## src/inc/mst_pkg.sv

```systemverilog
// Purpose: Shared constants and types of the module sideband controller
// Assumes: clk_i at 125 MHz
// Notes: 2-wire byte map and Wishbone register map live here
package mst_pkg;
  // Clock rate and derived cycle counts
  localparam int unsigned CLK_KHZ = 125000;
  localparam int unsigned RST_MIN_US = 2;
  localparam int unsigned RST_MIN_CYC = (RST_MIN_US * CLK_KHZ + 999) / 1000;
  localparam int unsigned INIT_TIME_MS = 2000;
  localparam int unsigned INIT_CYC = INIT_TIME_MS * CLK_KHZ;
  localparam int unsigned INIT_W = 28;
  localparam int unsigned RST_CNT_W = 9;

  // Flag and event vector layout
  localparam int unsigned IRQ_W = 4;
  localparam int unsigned FLG_LOS = 0;
  localparam int unsigned FLG_TXF = 1;
  localparam int unsigned FLG_OTH = 2;
  localparam int unsigned FLG_RDY = 3;
  localparam int unsigned EVT_RDY = 0;
  localparam int unsigned EVT_RST = 1;
  localparam int unsigned EVT_FRD = 2;
  localparam int unsigned EVT_CWR = 3;

  // Synchroniser vector layout
  localparam int unsigned SY_W = 8;
  localparam int unsigned SY_SCL = 7;
  localparam int unsigned SY_SDA = 6;
  localparam int unsigned SY_RST = 5;
  localparam int unsigned SY_SEL = 4;
  localparam int unsigned SY_LPR = 3;
  localparam int unsigned SY_LOS = 2;
  localparam int unsigned SY_TXF = 1;
  localparam int unsigned SY_OTH = 0;

  // 2-wire slave address and byte map
  localparam logic [6:0] DEV_ADDR = 7'h50;
  localparam logic [7:0] BYTE_STATUS = 8'h02;
  localparam logic [7:0] BYTE_FLAGS = 8'h03;
  localparam logic [7:0] BYTE_CTRL = 8'h5D;
  localparam logic [7:0] BYTE_MASK = 8'h64;
  localparam int unsigned STAT_DNR_BIT = 0;
  localparam int unsigned CTRL_PDOWN_BIT = 0;
  localparam logic [7:0] CTRL_RST = 8'h00;
  localparam logic [7:0] MASK_RST = 8'h00;
  localparam logic [3:0] BYTE_BITS = 4'h8;

  // Wishbone byte offsets
  localparam logic [7:0] WB_STAT = 8'h00;
  localparam logic [7:0] WB_MASK = 8'h04;
  localparam logic [7:0] WB_STATE = 8'h08;

  typedef enum logic [2:0] {
    ST_IDLE = 3'h0,
    ST_ADDR = 3'h1,
    ST_AACK = 3'h2,
    ST_WDATA = 3'h3,
    ST_WACK = 3'h4,
    ST_RDATA = 3'h5,
    ST_RACK = 3'h6
  } mst_i2c_e;
endpackage

```

## src/inc/mst_irq_if.sv

```systemverilog
// Purpose: Carrier between the controller and a flag/mask unit
// Assumes: one clock domain
// Notes: set wins over clear inside the unit
`timescale 1ns/1ps
interface mst_irq_if;
  logic [mst_pkg::IRQ_W-1:0] set;
  logic [mst_pkg::IRQ_W-1:0] clr;
  logic [mst_pkg::IRQ_W-1:0] mask;
  logic [mst_pkg::IRQ_W-1:0] flags;
  logic irq;
  modport core(input set, input clr, input mask, output flags, output irq);
  modport user(output set, output clr, output mask, input flags, input irq);
endinterface

```

## src/hdl/mst_sync.sv

```systemverilog
// Purpose: Two-stage synchroniser for asynchronous pins
// Assumes: inputs are independent levels
// Notes: first stage is read only by the second
`timescale 1ns/1ps
module mst_sync (
  input wire logic clk_i,
  input wire logic rst_i,
  input wire logic [mst_pkg::SY_W-1:0] async_i,
  input wire logic [mst_pkg::SY_W-1:0] rst_val_i,
  output logic [mst_pkg::SY_W-1:0] sync_o
);
  logic [mst_pkg::SY_W-1:0] meta_ff;
  logic [mst_pkg::SY_W-1:0] sync_ff;

  always_ff @(posedge clk_i) begin
    meta_ff <= async_i;
    // Synchronous reset: idle levels come from a tie-off, not a flop reset value
    if (rst_i) begin
      sync_ff <= rst_val_i;
    end else begin
      sync_ff <= meta_ff;
    end
  end

  assign sync_o = sync_ff;
endmodule

```

## src/hdl/mst_irq.sv

```systemverilog
// Purpose: Sticky flags, mask gating and registered interrupt level
// Assumes: set and clr are one-cycle pulses
// Notes: a set arriving with its clear keeps the flag
`timescale 1ns/1ps
module mst_irq (
  input wire logic clk_i,
  input wire logic rst_i,
  mst_irq_if.core bus
);
  logic [mst_pkg::IRQ_W-1:0] flags_ff;
  logic [mst_pkg::IRQ_W-1:0] nxt_flags;
  logic irq_ff;
  logic nxt_irq;

  always_comb begin
    nxt_flags = (flags_ff & ~bus.clr) | bus.set;
    nxt_irq = |(flags_ff & ~bus.mask);
  end

  always_ff @(posedge clk_i) begin
    if (rst_i) begin
      flags_ff <= '0;
      irq_ff <= 1'b0;
    end else begin
      flags_ff <= nxt_flags;
      irq_ff <= nxt_irq;
    end
  end

  assign bus.flags = flags_ff;
  assign bus.irq = irq_ff;
endmodule

```

## src/hdl/mst_sideband.sv

```systemverilog
// Purpose: Sideband control of a pluggable transceiver module
// Assumes: pins are asynchronous; 2-wire clock well below clk_i
// Notes: 2-wire slave sampled, not clocked, by SCL
//
// Behaviour
// - Module is fully functional within 2000 ms of power-on, plug or reset release.
// - Reset pin low longer than 2 us is a reset; shorter pulses are ignored.
// - Module answers the 2-wire bus within 2000 ms of power-on.
// - Within 2000 ms data-not-ready clears and the interrupt asserts.
// - Fully functional within 2000 ms after reset pin rises.
// - Low-power request high enters lower power within 100 us.
// - Interrupt output goes low within 200 ms of a triggering condition.
// - Flags clear on read; interrupt releases within 500 us after that read.
// - Receive loss sets its flag and interrupt within 100 ms.
// - Any other condition sets its flag and interrupt within 200 ms.
// - Setting a mask bit blocks that flag's interrupt within 100 ms.
// - Clearing a mask bit restores that flag's interrupt within 100 ms.
// - Module answers the 2-wire bus within 100 us of select assertion.
// - Module stops answering within 100 us of select deassertion.
// - Setting power-down override enters lower power within 100 ms.
// - Clearing power-down override returns to full function within 300 ms.
`timescale 1ns/1ps
module mst_sideband #(
  parameter int unsigned INIT_CYCLES = mst_pkg::INIT_CYC
) (
  input wire logic clk_i,
  input wire logic rst_i,
  input wire logic wb_cyc_i,
  input wire logic wb_stb_i,
  input wire logic wb_we_i,
  input wire logic [7:0] wb_adr_i,
  input wire logic [3:0] wb_sel_i,
  input wire logic [31:0] wb_dat_i,
  output logic [31:0] wb_dat_o,
  output logic wb_ack_o,
  output logic wb_irq_o,
  input wire logic module_reset_n_i,
  input wire logic module_select_n_i,
  input wire logic low_power_request_i,
  input wire logic rx_los_i,
  input wire logic tx_fault_i,
  input wire logic other_flag_i,
  input wire logic scl_i,
  input wire logic sda_i,
  output logic sda_o,
  output logic sda_oe_o,
  output logic interrupt_n_o,
  output logic module_present_n_o,
  output logic low_power_o
);

  ////////////////////////////////////////////////////////////////////////////
  // Pin synchronisers and edge history
  logic [mst_pkg::SY_W-1:0] s;
  logic [mst_pkg::SY_W-1:0] prev_ff;
  logic [mst_pkg::SY_W-1:0] nxt_prev;
  logic [mst_pkg::SY_W-1:0] idle_lvl;

  // Idle levels: bus lines and active-low pins high
  assign idle_lvl = mst_pkg::SY_W'(8'hF0);

  mst_sync u_sync (
    .clk_i(clk_i),
    .rst_i(rst_i),
    .async_i({scl_i, sda_i, module_reset_n_i, module_select_n_i,
              low_power_request_i, rx_los_i, tx_fault_i, other_flag_i}),
    .rst_val_i(idle_lvl),
    .sync_o(s)
  );

  always_comb begin
    nxt_prev = s;
  end

  always_ff @(posedge clk_i) begin
    if (rst_i) begin
      prev_ff <= idle_lvl;
    end else begin
      prev_ff <= nxt_prev;
    end
  end

  logic scl_rise;
  logic scl_fall;
  logic bus_start;
  logic bus_stop;
  logic [mst_pkg::IRQ_W-1:0] cond_rise;

  always_comb begin
    scl_rise = s[mst_pkg::SY_SCL] & ~prev_ff[mst_pkg::SY_SCL];
    scl_fall = ~s[mst_pkg::SY_SCL] & prev_ff[mst_pkg::SY_SCL];
    bus_start = s[mst_pkg::SY_SCL] & prev_ff[mst_pkg::SY_SCL] & ~s[mst_pkg::SY_SDA] & prev_ff[mst_pkg::SY_SDA];
    bus_stop = s[mst_pkg::SY_SCL] & prev_ff[mst_pkg::SY_SCL] & s[mst_pkg::SY_SDA] & ~prev_ff[mst_pkg::SY_SDA];
    cond_rise = '0;
    cond_rise[mst_pkg::FLG_LOS] = s[mst_pkg::SY_LOS] & ~prev_ff[mst_pkg::SY_LOS];
    cond_rise[mst_pkg::FLG_TXF] = s[mst_pkg::SY_TXF] & ~prev_ff[mst_pkg::SY_TXF];
    cond_rise[mst_pkg::FLG_OTH] = s[mst_pkg::SY_OTH] & ~prev_ff[mst_pkg::SY_OTH];
  end

  ////////////////////////////////////////////////////////////////////////////
  // Reset pin qualification
  logic [mst_pkg::RST_CNT_W-1:0] rlow_cnt_ff;
  logic [mst_pkg::RST_CNT_W-1:0] nxt_rlow_cnt;
  logic rst_hold_ff;
  logic nxt_rst_hold;
  logic core_rst;

  always_comb begin
    nxt_rlow_cnt = '0;
    nxt_rst_hold = 1'b0;
    if (!s[mst_pkg::SY_RST]) begin
      nxt_rlow_cnt = rlow_cnt_ff;
      if (rlow_cnt_ff != '1) begin
        nxt_rlow_cnt = rlow_cnt_ff + 1'b1;
      end
      // Only a low level longer than the minimum counts
      nxt_rst_hold = rst_hold_ff | (rlow_cnt_ff > mst_pkg::RST_CNT_W'(mst_pkg::RST_MIN_CYC));
    end
  end

  always_ff @(posedge clk_i) begin
    if (rst_i) begin
      rlow_cnt_ff <= '0;
      rst_hold_ff <= 1'b0;
    end else begin
      rlow_cnt_ff <= nxt_rlow_cnt;
      rst_hold_ff <= nxt_rst_hold;
    end
  end

  // Held module reset restarts the init timer, module flags and 2-wire slave, not the Wishbone side
  assign core_rst = rst_i | rst_hold_ff;

  ////////////////////////////////////////////////////////////////////////////
  // Initialisation timer and data-not-ready
  logic [mst_pkg::INIT_W-1:0] init_cnt_ff;
  logic [mst_pkg::INIT_W-1:0] nxt_init_cnt;
  logic dnr_ff;
  logic nxt_dnr;
  logic ready_set;

  always_comb begin
    nxt_init_cnt = init_cnt_ff;
    nxt_dnr = dnr_ff;
    ready_set = 1'b0;
    if (dnr_ff) begin
      nxt_init_cnt = init_cnt_ff + 1'b1;
      if (init_cnt_ff >= mst_pkg::INIT_W'(INIT_CYCLES - 1)) begin
        nxt_dnr = 1'b0;
        ready_set = 1'b1;
      end
    end
  end

  always_ff @(posedge clk_i) begin
    if (core_rst) begin
      init_cnt_ff <= '0;
      dnr_ff <= 1'b1;
    end else begin
      init_cnt_ff <= nxt_init_cnt;
      dnr_ff <= nxt_dnr;
    end
  end

  ////////////////////////////////////////////////////////////////////////////
  // Flag units: module flags on the pin, events on Wishbone
  mst_irq_if mod_if ();
  mst_irq_if wb_if ();

  mst_irq u_mod_irq (
    .clk_i(clk_i),
    .rst_i(core_rst),
    .bus(mod_if.core)
  );

  mst_irq u_wb_irq (
    .clk_i(clk_i),
    .rst_i(rst_i),
    .bus(wb_if.core)
  );

  function automatic logic [7:0] rd_byte(input logic [7:0] adr, input logic dnr,
                                         input logic [3:0] flg, input logic [7:0] ctl,
                                         input logic [7:0] msk);
    logic [7:0] b;
    b = '0;
    if (adr == mst_pkg::BYTE_STATUS) begin
      b[mst_pkg::STAT_DNR_BIT] = dnr;
    end else if (adr == mst_pkg::BYTE_FLAGS) begin
      b[3:0] = flg;
    end else if (adr == mst_pkg::BYTE_CTRL) begin
      b = ctl;
    end else if (adr == mst_pkg::BYTE_MASK) begin
      b = msk;
    end
    return b;
  endfunction

  ////////////////////////////////////////////////////////////////////////////
  // 2-wire slave
  mst_pkg::mst_i2c_e st_ff;
  mst_pkg::mst_i2c_e nxt_st;
  logic [3:0] bcnt_ff;
  logic [3:0] nxt_bcnt;
  logic [7:0] sr_ff;
  logic [7:0] nxt_sr;
  logic [7:0] ptr_ff;
  logic [7:0] nxt_ptr;
  logic first_ff;
  logic nxt_first;
  logic nack_ff;
  logic nxt_nack;
  logic oe_ff;
  logic nxt_oe;
  logic [7:0] ctrl_ff;
  logic [7:0] nxt_ctrl;
  logic [7:0] mask2_ff;
  logic [7:0] nxt_mask2;
  logic [7:0] load_b;
  logic [mst_pkg::IRQ_W-1:0] rd_clr;
  logic flag_rd_evt;
  logic ctrl_wr_evt;
  logic active;

  always_comb begin
    // Deselected or not yet ready: stay off the bus
    active = ~s[mst_pkg::SY_SEL] & ~dnr_ff;
    load_b = rd_byte(ptr_ff, dnr_ff, mod_if.flags, ctrl_ff, mask2_ff);
    nxt_st = st_ff;
    nxt_bcnt = bcnt_ff;
    nxt_sr = sr_ff;
    nxt_ptr = ptr_ff;
    nxt_first = first_ff;
    nxt_nack = nack_ff;
    nxt_oe = oe_ff;
    nxt_ctrl = ctrl_ff;
    nxt_mask2 = mask2_ff;
    rd_clr = '0;
    flag_rd_evt = 1'b0;
    ctrl_wr_evt = 1'b0;
    if (!active) begin
      nxt_st = mst_pkg::ST_IDLE;
      nxt_oe = 1'b0;
    end else if (bus_start) begin
      nxt_st = mst_pkg::ST_ADDR;
      nxt_bcnt = '0;
      nxt_first = 1'b1;
      nxt_oe = 1'b0;
    end else if (bus_stop) begin
      nxt_st = mst_pkg::ST_IDLE;
      nxt_oe = 1'b0;
    end else if (scl_rise) begin
      case (st_ff)
        mst_pkg::ST_ADDR, mst_pkg::ST_WDATA: begin
          nxt_sr = {sr_ff[6:0], s[mst_pkg::SY_SDA]};
          nxt_bcnt = bcnt_ff + 1'b1;
        end
        mst_pkg::ST_RDATA: begin
          nxt_bcnt = bcnt_ff + 1'b1;
        end
        mst_pkg::ST_RACK: begin
          nxt_nack = s[mst_pkg::SY_SDA];
        end
        default: begin
        end
      endcase
    end else if (scl_fall) begin
      case (st_ff)
        mst_pkg::ST_ADDR: begin
          if (bcnt_ff == mst_pkg::BYTE_BITS) begin
            nxt_bcnt = '0;
            if (sr_ff[7:1] == mst_pkg::DEV_ADDR) begin
              nxt_oe = 1'b1;
              nxt_st = mst_pkg::ST_AACK;
            end else begin
              nxt_st = mst_pkg::ST_IDLE;
            end
          end
        end
        mst_pkg::ST_AACK, mst_pkg::ST_RACK: begin
          if ((st_ff == mst_pkg::ST_RACK) && nack_ff) begin
            nxt_oe = 1'b0;
            nxt_st = mst_pkg::ST_IDLE;
          end else if ((st_ff == mst_pkg::ST_RACK) || sr_ff[0]) begin
            nxt_sr = load_b;
            nxt_oe = ~load_b[7];
            nxt_bcnt = '0;
            nxt_st = mst_pkg::ST_RDATA;
            if (ptr_ff == mst_pkg::BYTE_FLAGS) begin
              // Clear only what was shipped; a new set still wins
              rd_clr = load_b[3:0];
              flag_rd_evt = 1'b1;
            end
          end else begin
            nxt_oe = 1'b0;
            nxt_bcnt = '0;
            nxt_st = mst_pkg::ST_WDATA;
          end
        end
        mst_pkg::ST_WDATA: begin
          if (bcnt_ff == mst_pkg::BYTE_BITS) begin
            nxt_bcnt = '0;
            nxt_oe = 1'b1;
            nxt_st = mst_pkg::ST_WACK;
            nxt_first = 1'b0;
            if (first_ff) begin
              nxt_ptr = sr_ff;
            end else begin
              nxt_ptr = ptr_ff + 1'b1;
              if (ptr_ff == mst_pkg::BYTE_CTRL) begin
                nxt_ctrl = sr_ff;
                ctrl_wr_evt = 1'b1;
              end else if (ptr_ff == mst_pkg::BYTE_MASK) begin
                nxt_mask2 = sr_ff;
              end
            end
          end
        end
        mst_pkg::ST_WACK: begin
          nxt_oe = 1'b0;
          nxt_st = mst_pkg::ST_WDATA;
        end
        mst_pkg::ST_RDATA: begin
          if (bcnt_ff == mst_pkg::BYTE_BITS) begin
            nxt_oe = 1'b0;
            nxt_bcnt = '0;
            nxt_ptr = ptr_ff + 1'b1;
            nxt_st = mst_pkg::ST_RACK;
          end else begin
            nxt_sr = {sr_ff[6:0], 1'b0};
            nxt_oe = ~sr_ff[6];
          end
        end
        default: begin
          nxt_st = mst_pkg::ST_IDLE;
        end
      endcase
    end
  end

  always_ff @(posedge clk_i) begin
    if (core_rst) begin
      st_ff <= mst_pkg::ST_IDLE;
      bcnt_ff <= '0;
      sr_ff <= '0;
      ptr_ff <= '0;
      first_ff <= 1'b0;
      nack_ff <= 1'b0;
      oe_ff <= 1'b0;
      ctrl_ff <= mst_pkg::CTRL_RST;
      mask2_ff <= mst_pkg::MASK_RST;
    end else begin
      st_ff <= nxt_st;
      bcnt_ff <= nxt_bcnt;
      sr_ff <= nxt_sr;
      ptr_ff <= nxt_ptr;
      first_ff <= nxt_first;
      nack_ff <= nxt_nack;
      oe_ff <= nxt_oe;
      ctrl_ff <= nxt_ctrl;
      mask2_ff <= nxt_mask2;
    end
  end

  always_comb begin
    mod_if.set = cond_rise;
    mod_if.set[mst_pkg::FLG_RDY] = ready_set;
    mod_if.clr = rd_clr;
    mod_if.mask = mask2_ff[mst_pkg::IRQ_W-1:0];
  end

  ////////////////////////////////////////////////////////////////////////////
  // Wishbone slave: ack one cycle after request, write at the ack edge
  logic ack_ff;
  logic nxt_ack;
  logic [31:0] dat_ff;
  logic [31:0] nxt_dat;
  logic [3:0] wb_mask_ff;
  logic [3:0] nxt_wb_mask;
  logic wb_wr;

  always_comb begin
    nxt_ack = wb_cyc_i & wb_stb_i & ~ack_ff;
    wb_wr = wb_cyc_i & wb_stb_i & wb_we_i & ack_ff & wb_sel_i[0];
    nxt_wb_mask = wb_mask_ff;
    nxt_dat = '0;
    wb_if.clr = '0;
    if (wb_adr_i == mst_pkg::WB_STAT) begin
      nxt_dat[3:0] = wb_if.flags;
      if (wb_wr) begin
        wb_if.clr = wb_dat_i[3:0];
      end
    end else if (wb_adr_i == mst_pkg::WB_MASK) begin
      nxt_dat[3:0] = wb_mask_ff;
      if (wb_wr) begin
        nxt_wb_mask = wb_dat_i[3:0];
      end
    end else if (wb_adr_i == mst_pkg::WB_STATE) begin
      nxt_dat[11:0] = {~s[mst_pkg::SY_SEL], low_power_o, dnr_ff, rst_hold_ff, mask2_ff[3:0], mod_if.flags};
    end
    wb_if.set = '0;
    wb_if.set[mst_pkg::EVT_RDY] = ready_set;
    wb_if.set[mst_pkg::EVT_RST] = rst_hold_ff & s[mst_pkg::SY_RST];
    wb_if.set[mst_pkg::EVT_FRD] = flag_rd_evt;
    wb_if.set[mst_pkg::EVT_CWR] = ctrl_wr_evt;
    wb_if.mask = wb_mask_ff;
  end

  always_ff @(posedge clk_i) begin
    if (rst_i) begin
      ack_ff <= 1'b0;
      dat_ff <= '0;
      wb_mask_ff <= '1;
    end else begin
      ack_ff <= nxt_ack;
      dat_ff <= nxt_dat;
      wb_mask_ff <= nxt_wb_mask;
    end
  end

  ////////////////////////////////////////////////////////////////////////////
  // Output registers
  logic int_n_ff;
  logic irq_ff;
  logic lp_ff;
  logic pres_n_ff;
  logic sda_lvl_ff;

  always_ff @(posedge clk_i) begin
    if (rst_i) begin
      int_n_ff <= 1'b1;
      irq_ff <= 1'b0;
      lp_ff <= 1'b0;
      pres_n_ff <= 1'b0;
      sda_lvl_ff <= 1'b0;
    end else begin
      int_n_ff <= ~mod_if.irq;
      irq_ff <= wb_if.irq;
      lp_ff <= s[mst_pkg::SY_LPR] | ctrl_ff[mst_pkg::CTRL_PDOWN_BIT];
      pres_n_ff <= 1'b0;
      sda_lvl_ff <= 1'b0;
    end
  end

  assign interrupt_n_o = int_n_ff;
  assign wb_irq_o = irq_ff;
  assign low_power_o = lp_ff;
  assign module_present_n_o = pres_n_ff;
  assign sda_o = sda_lvl_ff;
  assign sda_oe_o = oe_ff;
  assign wb_ack_o = ack_ff;
  assign wb_dat_o = dat_ff;
endmodule

```

## config.mk

```make
export PLATFORM = sky130hd
export DESIGN_NAME = mst_sideband
export DESIGN_NICKNAME = d
export VERILOG_FILES = /design/src/inc/mst_pkg.sv /design/src/inc/mst_irq_if.sv /design/src/hdl/mst_sync.sv /design/src/hdl/mst_irq.sv /design/src/hdl/mst_sideband.sv
export SDC_FILE = /design/constraint.sdc
export NUM_CORES = 1
export LEC_CHECK = 0
export ABC_CLOCK_PERIOD_IN_PS = 6860
export CAP_MARGIN = 5
export CORE_ASPECT_RATIO = 0.7
export CORE_MARGIN = 1.5
export CORE_UTILIZATION = 65
export DETAILED_ROUTE_END_ITERATION = 10
export DONT_BUFFER_PORTS = 1
export PLACE_DENSITY = 0.81
export SYNTH_ARGS = -nofsm -noshare
export SYNTH_HDL_FRONTEND = slang
export SYNTH_SLANG_ARGS = --single-unit
```

## constraint.sdc

```tcl
create_clock -name clk_i -period 6.86 [get_ports clk_i]
set_clock_uncertainty 0.2 [all_clocks]
set_input_delay 2.058 -clock clk_i [delete_from_list [all_inputs] [get_ports clk_i]]
set_output_delay 2.058 -clock clk_i [all_outputs]
set_load 0.03 [all_outputs]
```

==> impl_metrics.ini, run 1 <==
[route]
dr_wl_met2_mm = 6.70
vias_per_cell = 6.16
met3_length_mm = 1.06
drcViolationCount = 0
via_count = 5177
ant_nets = 0
wl_per_cell_um = 17.0
met1Wirelength_mm = 6.18
top_layer = met4
dr.pass1.iters = 6
drt_wl_total_mm = 14.3
drtIter0Drc = 488

[timing]
rsz0062_at_grt = false
hold_viol_final = 0
finalCriticalPeriod_ps = 3420
setup-violations-final = 0
worst_pin_slew_ps = 1200
maxSlewHeadroom_pct = 19.7
fmax_ghz = 0.293
hold_ws_ps = 176
min_period_over_period_pct = 49.8
drv_slew = 0
finalSetupTns_ps = 0

[grt]
grt_pass1_wl_mm = 23.3
grt_antenna_before_repair = 0
grt_pass1_vias = 4876
grt_overflow_total = 0
grt_max_degree = 62
track_usage_pct = 29.4

[logic_synthesis]
avgSynthCellArea_um2 = 8.58
netlist.area_leader.share_pct = 43.0
ys_seq_elements = 132
synth-edff-count = 0
synth_common_cells = dfxtp_1, nor2_1, nand2_1
yosysTopAreaCell = dfxtp_1
synth_area_leaders = dfxtp_1, nor2_1, mux2i_1, a21oi_1, nand2_1
synthCells = 716
synthFlopType = dfxtp_1
yosysSeqAreaShare_pct = 43.0
ys_async_sr_fraction_pct = 0
ys_types = 61
syn_area_um2 = 6140
yosysMostFrequentCell = dfxtp_1
ys_warn_count = 0

[pwr]
ir_drop_mv = 0.210
p_per_area_nw_per_um2 = 268
leakagePower_uw = 0.00257

[final_layout]
fillCellCount = 649
antennaDiodeCount = 0
fin_cells = 840
syn2layout_area_growth_pct = 9.51
multi_input_area_um2 = 3170
ff_latch_area_um2 = 2640
drive_above_1_share_pct = 7.12
fin_nets = 774

[placed_design]
port_buffers = 0
hpwlAfterDp_mm = 9.38
place_inst = 808
gp_congestion = 0.899

[floorplan]
die-height_um = 84.3
die-area_um2 = 10100
die_x_um = 119
io_pins = 96
initial_core_util_pct = 67.5
core_um2 = 9110
rows = 29

[setup_path]
startpoint_type = input pin
r2r_cells = 5
worstSetupPathType = in2reg
path_cells = nor4_1 > nand2_1 > or2_2 > nor2b_1 > and2_1
r2r_end = ctrl_ff[5]
cpMaxStageDelayCell = nor2b_1
startpoint = wb_adr_i[1]
worstPathMaxFanout = 8
critPathCaptureType = flip-flop
regToRegSetupSlack_ps = 3960
r2r-start = st_ff[0]
crit_required_ps = 7020
slowest_delay_ps = 510
cp.arrival_ps = 3580

[clock_tree]
ctsLongestPathBuffers = 2
cts_tree = yes
cts_made_buffers = 17
cts_setup_buffers = 0
root_buffer = clkbuf_16
clk_latency_ps = 420
hold_buffers = 0
clock-sinks = 132
clk_transition_reported_paths_ps = 60
htreeDepth = 4
ctsResizeCount = 0

[job]
drv_cap = 0

[worst_hold_path]
min_from = u_mod_irq.bus.irq
hold_depth = 1
holdCritPathClass = reg2reg
hold-path-endpoint = interrupt_n_o

[status]
status = finished, final reports clean
sequential cells by signal (all words and copies together) (netlist names), 3 cells and up:
name / cells
bcnt_ff: 4
ctrl_ff: 8
init_cnt_ff: 28
mask2_ff: 8
prev_ff: 5
ptr_ff: 8
rlow_cnt_ff: 9
sr_ff: 8
st_ff: 3
u_mod_irq.bus.flags: 4
u_sync.meta_ff: 8
u_sync.sync_o: 8
u_wb_irq.bus.flags: 4
wb_dat_o: 12
wb_if.mask: 4
layout by cell type (no fill, tap or decap), types with 4 or more instances in the layout:
master / n
nor2b_1: 18
xnor2_1: 17
and4_1: 7
a211oi_1: 10
clkinvlp_4: 4
inv_6: 4
conb_1: 22
a21oi_1: 42
a21o_1: 5
nand3_1: 19
a221oi_1: 4
and3_1: 9
dfxtp_1: 132
nand2_1: 48
nor4_1: 4
or3_1: 5
a211o_1: 4
xor2_1: 14
nor2_1: 96
clkbuf_16: 17
mux2i_1: 23
or2_2: 12
or4_1: 7
o21ai_0: 24
nand4_1: 13
a31oi_1: 6
ha_1: 14
inv_1: 31
nand2b_1: 5
o22ai_1: 5
a22oi_1: 5
nor3_1: 21
and2_1: 9
where the power goes:
| part | switching (uW) | internal [uW] | leakage (uW) |
|---|---|---|---|
| registers | 9.39 | 778 | 0.00107 |
| logic | 41.8 | 14.6 | 0.00120 |
| clock network | 354 | 607 | 0.000298 |
final cells by class:
type	count	area share [%]
multi-input combinational	519	47.1
sequential	132	39.3
clock buffer	20	6.94
clock inverter	12	2.47
tap	124	2.31
inverter	31	1.73
timing repair buffer	2	0.223
cell families after synthesis:
| family | Yosys count | synth area share (%) |
|---|---|---|
| other | 1 | 0.0610 |
| muxes | 23 | 3.75 |
| buffers and inverters | 86 | 6.84 |
| and+or+nand+nor | 290 | 24.3 |
| DFF | 132 | 43.0 |
| xor gates and xnor gates | 31 | 4.42 |
| adders and majority gates | 14 | 2.85 |
| AOI/OAI and AO/OA | 139 | 14.8 |
critical path, delay by kind of cell:
kind / cells / cell delay, ps
AND/OR/NAND/NOR: 5 / 1510
per-stage QoR:
step           power (uW)  util (%)  area [um2]  worst slack, ps
3_3_place_gp          855      66.9        6100             3080
6_report             1800      73.9        6730             3440
3_5_place_dp          858      66.9        6100             3000
2_1_floorplan         861         -        6220             3310
5_1_grt              1850      73.9        6730             3290
4_1_cts              1810      73.9        6730             3420
layer usage:
layer / up-vias / GRT usage, %
li1: 2441 / -
met3: 52 / 8.90
met1: 2449 / 36.9
met4: 0 / 12.7
met5: - / 0
met2: 235 / 47.3
worst max-delay path by stage:
stage                                       end  slack [ps]
after floorplan           u_wb_irq.bus.flags[0]        3310
after global placement              wb_dat_o[5]        3080
after detailed placement            wb_dat_o[5]        3000
after CTS                           wb_dat_o[5]        3420
after global routing                wb_dat_o[5]        3290
final                               wb_dat_o[5]        3440
(Power assumes the default switching activity.)
==> run 2, diff against run 1 <==
ABC_CLOCK_PERIOD_IN_PS = 3500   (was 6860)
CORE_UTILIZATION = 63   (was 65)
PLACE_DENSITY = 0.79   (was 0.81)
clock period = 3.5 ns   (was 6.86 ns; I/O delays follow)
==> impl_metrics.ini, run 2 (same netlist as run 1, synthesis figures left out) <==
[floorplan]
rows = 29
core_um2 = 9250
die-area_um2 = 10400
die-height_um = 85.6
die_x_um = 121
initial_core_util_pct = 66.4
io_pins = 96

[grt]
grt_pass1_wl_mm = 23.6
grt_overflow_total = 0
grt_max_degree = 62
grt_pass1_vias = 4906
grt_antenna_before_repair = 0
track_usage_pct = 29.3

[setup_path]
cpMostUsedCell = or4_1
startpoint = bcnt_ff[0]
r2r-start = bcnt_ff[0]
r2r_end = ctrl_ff[5]
cp.depth = 7
cpLargestDelayFamily = simple AND/OR/NAND/NOR gates
cpMaxStageDelayCell = or4_1
path_cells = inv_1 > ha_1 > nand3b_4 > or4_1 > or4_1 > mux2i_1 > nor2_1
slowest_delay_ps = 820
r2r_cells = 7
regToRegSetupSlack_ps = 630
critPathCaptureType = flip-flop
crit_required_ps = 3560
worstSetupPathType = reg2reg
crit_end = ctrl_ff[5]
crit_buf_inv = 1
startpoint_type = flip-flop
worstPathMaxFanout = 9
cp.arrival_ps = 2930

[route]
top_layer = met4
vias_per_cell = 6.10
via_count = 5131
met3_length_um = 925
ant_nets = 0
drt_wl_total_mm = 14.2
drtIter0Drc = 609
dr.pass1.iters = 5
dr_wl_met2_mm = 6.59
drcViolationCount = 0
wl_per_cell_um = 16.8
met1Wirelength_mm = 6.31

[placed_design]
gp_congestion = 0.900
hpwlAfterDp_mm = 9.46
place_inst = 809
place_area_um2 = 6100
port_buffers = 0

[clock_tree]
clock-sinks = 132
hold_buffers = 0
cts_setup_buffers = 0
ctsLongestPathBuffers = 2
root_buffer = clkbuf_16
clk_transition_reported_paths_ps = 60
ctsResizeCount = 0
cts_tree = yes
htreeDepth = 4
cts_made_buffers = 17
clk_latency_ps = 430

[timing]
drv_slew = 0
setup-violations-final = 0
maxSlewHeadroom_pct = 17.2
min_period_over_period_pct = 82.0
hold_viol_final = 0
finalSetupTns_ps = 0
rsz0062_at_grt = false
worst_pin_slew_ps = 1240
fmax_ghz = 0.348
finalCriticalPeriod_ps = 2870

[final_layout]
design_area_um2 = 6700
fin_cells = 841
drive_above_1_share_pct = 7.25
final_common_cell = dfxtp_1
largest_register_ffs = 28
top_register = init_cnt_ff
ff_latch_area_um2 = 2640
syn2layout_area_growth_pct = 9.02
fin_util_pct = 72.4
antennaDiodeCount = 0
fillCellCount = 725
mostFrequentLayoutCells = dfxtp_1, nor2_1, nand2_1
multi_input_area_um2 = 3170
fin_nets = 775

[worst_hold_path]
holdCritPathClass = reg2reg
min_from = u_mod_irq.bus.irq

[status]
status = finished, final reports clean

[pwr]
leakagePower_uw = 0.00257
ir_drop_mv = 0.430
p_per_area_nw_per_um2 = 514
totalPowerFinal_uw = 3440

[job]
drv_cap = 0
run 2: worst reg2reg max path, stage by stage, from the launching register on:
cell and delay (ps):
dfxtp_1 350, inv_1 70, ha_1 220, nand3b_4 140, or4_1 530, or4_1 820
mux2i_1 280, nor2_1 70
run 2: metrics by stage:
step	setup WS, ps	hold slack, ps
2_1_floorplan	957	156
3_3_place_gp	719	162
3_5_place_dp	668	174
4_1_cts	657	188
5_1_grt	504	208
6_report	629	189
run 2: power breakdown:
part	internal, uW	switching (uW)
clock	1060	722
sequential	1520	17.9
combinational	29.2	82.6
run 2: area by class of cell:
type,instances,area share (%)
clock buffers,17,6.35
clock inverters,15,2.54
inverters,31,1.74
multi-input cells,519,47.3
flip-flops and latches,132,39.4
well taps,124,2.32
repair buffers,3,0.336
run 2: worst min path at each step:
stage / endpoint / slack, ps / cells past startpoint
floorplan: interrupt_n_o / 160 / 1
global placement: interrupt_n_o / 160 / 1
detailed placement: interrupt_n_o / 170 / 1
CTS: interrupt_n_o / 190 / 1
global route: interrupt_n_o / 210 / 1
finish: interrupt_n_o / 190 / 1
run 2: layer usage:
metal  global-route usage (%)  vias to the layer above
met1                     38.6                     2448
met3                     6.65                       34
li1                         -                     2447
met2                     45.9                      202
met5                        0                        -
met4                     13.8                        0
==> run 3, diff against run 2 <==
ABC_CLOCK_PERIOD_IN_PS = 2950   (was 3500)
clock period = 2.95 ns   (was 3.5 ns; I/O delays follow)
==> impl_metrics.ini, run 3 (same netlist as run 1, synthesis figures left out) <==
[clock_tree]
root_buffer = clkbuf_16
cts_made_buffers = 17
clk_latency_ps = 410
htreeDepth = 4
cts_setup_buffers = 0
hold_buffers = 0
clock-sinks = 132
ctsResizeCount = 0
ctsLongestPathBuffers = 2
clk_transition_reported_paths_ps = 60
cts_tree = yes

[setup_path]
cp.arrival_ps = 2700
crit_required_ps = 2990
critPathCaptureType = flip-flop
worstPathMaxFanout = 9
worstSetupPathType = reg2reg
startpoint_type = flip-flop

[timing]
finalSetupTns_ps = 0
hold_viol_final = 0
min_period_over_period_pct = 89.9
worst_pin_slew_ps = 1190
drv_slew = 0
fmax_ghz = 0.377
rsz0062_at_grt = false
finalCriticalPeriod_ps = 2650
setup_ws_ps = 299
hold_ws_ps = 177
setup-violations-final = 0
maxSlewHeadroom_pct = 20.7

[pwr]
ir_drop_mv = 0.593
totalPowerFinal_uw = 4010
p_per_area_nw_per_um2 = 595
leakagePower_uw = 0.00258

[final_layout]
antennaDiodeCount = 0
mostFrequentLayoutCells = dfxtp_1, nor2_1, nand2_1
drive_above_1_share_pct = 8.28
largest_register_ffs = 28
top_register = init_cnt_ff
final_common_cell = dfxtp_1
syn2layout_area_growth_pct = 9.75
design_area_um2 = 6740
fin_nets = 783

[route]
ant_nets = 0
drt_wl_total_mm = 14.1
drtIter0Drc = 505
via_count = 5083
dr.pass1.iters = 6
drcViolationCount = 0
vias_per_cell = 5.99
wl_per_cell_um = 16.6

[grt]
grt_pass1_wl_mm = 23.4
grt_antenna_before_repair = 0
track_usage_pct = 28.6
grt_pass1_vias = 4784
grt_max_degree = 62
grt_overflow_total = 0

[placed_design]
post-place-ws_ps = 314
place_area_um2 = 6160
gp_congestion = 0.903
hpwlAfterDp_mm = 9.59
port_buffers = 0

[worst_hold_path]
holdCritPathClass = reg2reg

[floorplan]
die-area_um2 = 10400
rows = 29
die-height_um = 85.6
io_pins = 96
core_um2 = 9250
die_x_um = 121
initial_core_util_pct = 66.4

[status]
status = finished, final reports clean

[job]
drv_cap = 0
## run 3: cell count changes in the layout (fill, tap and decap cells not counted)
cell,change
buf_4,+8
clkinv_4,-5
clkinvlp_4,+5
clkinv_2,-2
inv_6,+2
bufinv_16,-1
clkbuf_8,+1
## run 3: layout make-up
class	instances	area, um2
Clock buffer	18	439
Clock inverter	14	141
Fill cell	694	2510
Inverter	31	116
Multi-Input combinational cell	519	3170
Sequential cell	132	2640
Tap cell	124	155
Timing Repair Buffer	11	82.6
## run 3: metal layers
metal / track usage [%] / vias to the layer above / wire [um]
li1: - / 2456 / -
met1: 38.0 / 2396 / 6250
met2: 45.3 / 202 / 6630
met3: 7.11 / 29 / 1040
met4: 11.0 / 0 / 206
met5: 0 / - / 0
## run 3: path summary, 6_finish.rpt
path / to / startpoint / slack [ps] / cells after the start
hold reg to reg: interrupt_n_o / u_mod_irq.bus.irq / 180 / 1
setup reg to reg: ctrl_ff[5] / bcnt_ff[0] / 300 / 8
hold / removal: interrupt_n_o / u_mod_irq.bus.irq / 180 / 1
setup / recovery: ctrl_ff[5] / bcnt_ff[0] / 300 / 8
## run 3: through the flow
step	util, %	std cells
detailed placement	66.6	817
global route	72.9	849
finish	72.9	849
floorplan	-	737
global placement	66.6	817
CTS	72.9	849
## run 3: worst max-delay path, cell delays in order (launching register included)
cell and delay (ps):
dfxtp_1 350, inv_1 70, ha_1 200, nand3b_4 140, or4_1 540, or4_1 480
buf_4 220, mux2i_1 200, nor2_1 70
## run 3: where the power goes
group,internal (uW),switching (uW)
sequential,1810,21.1
clock,1200,847
combinational,34.4,95.3
total,3050,964
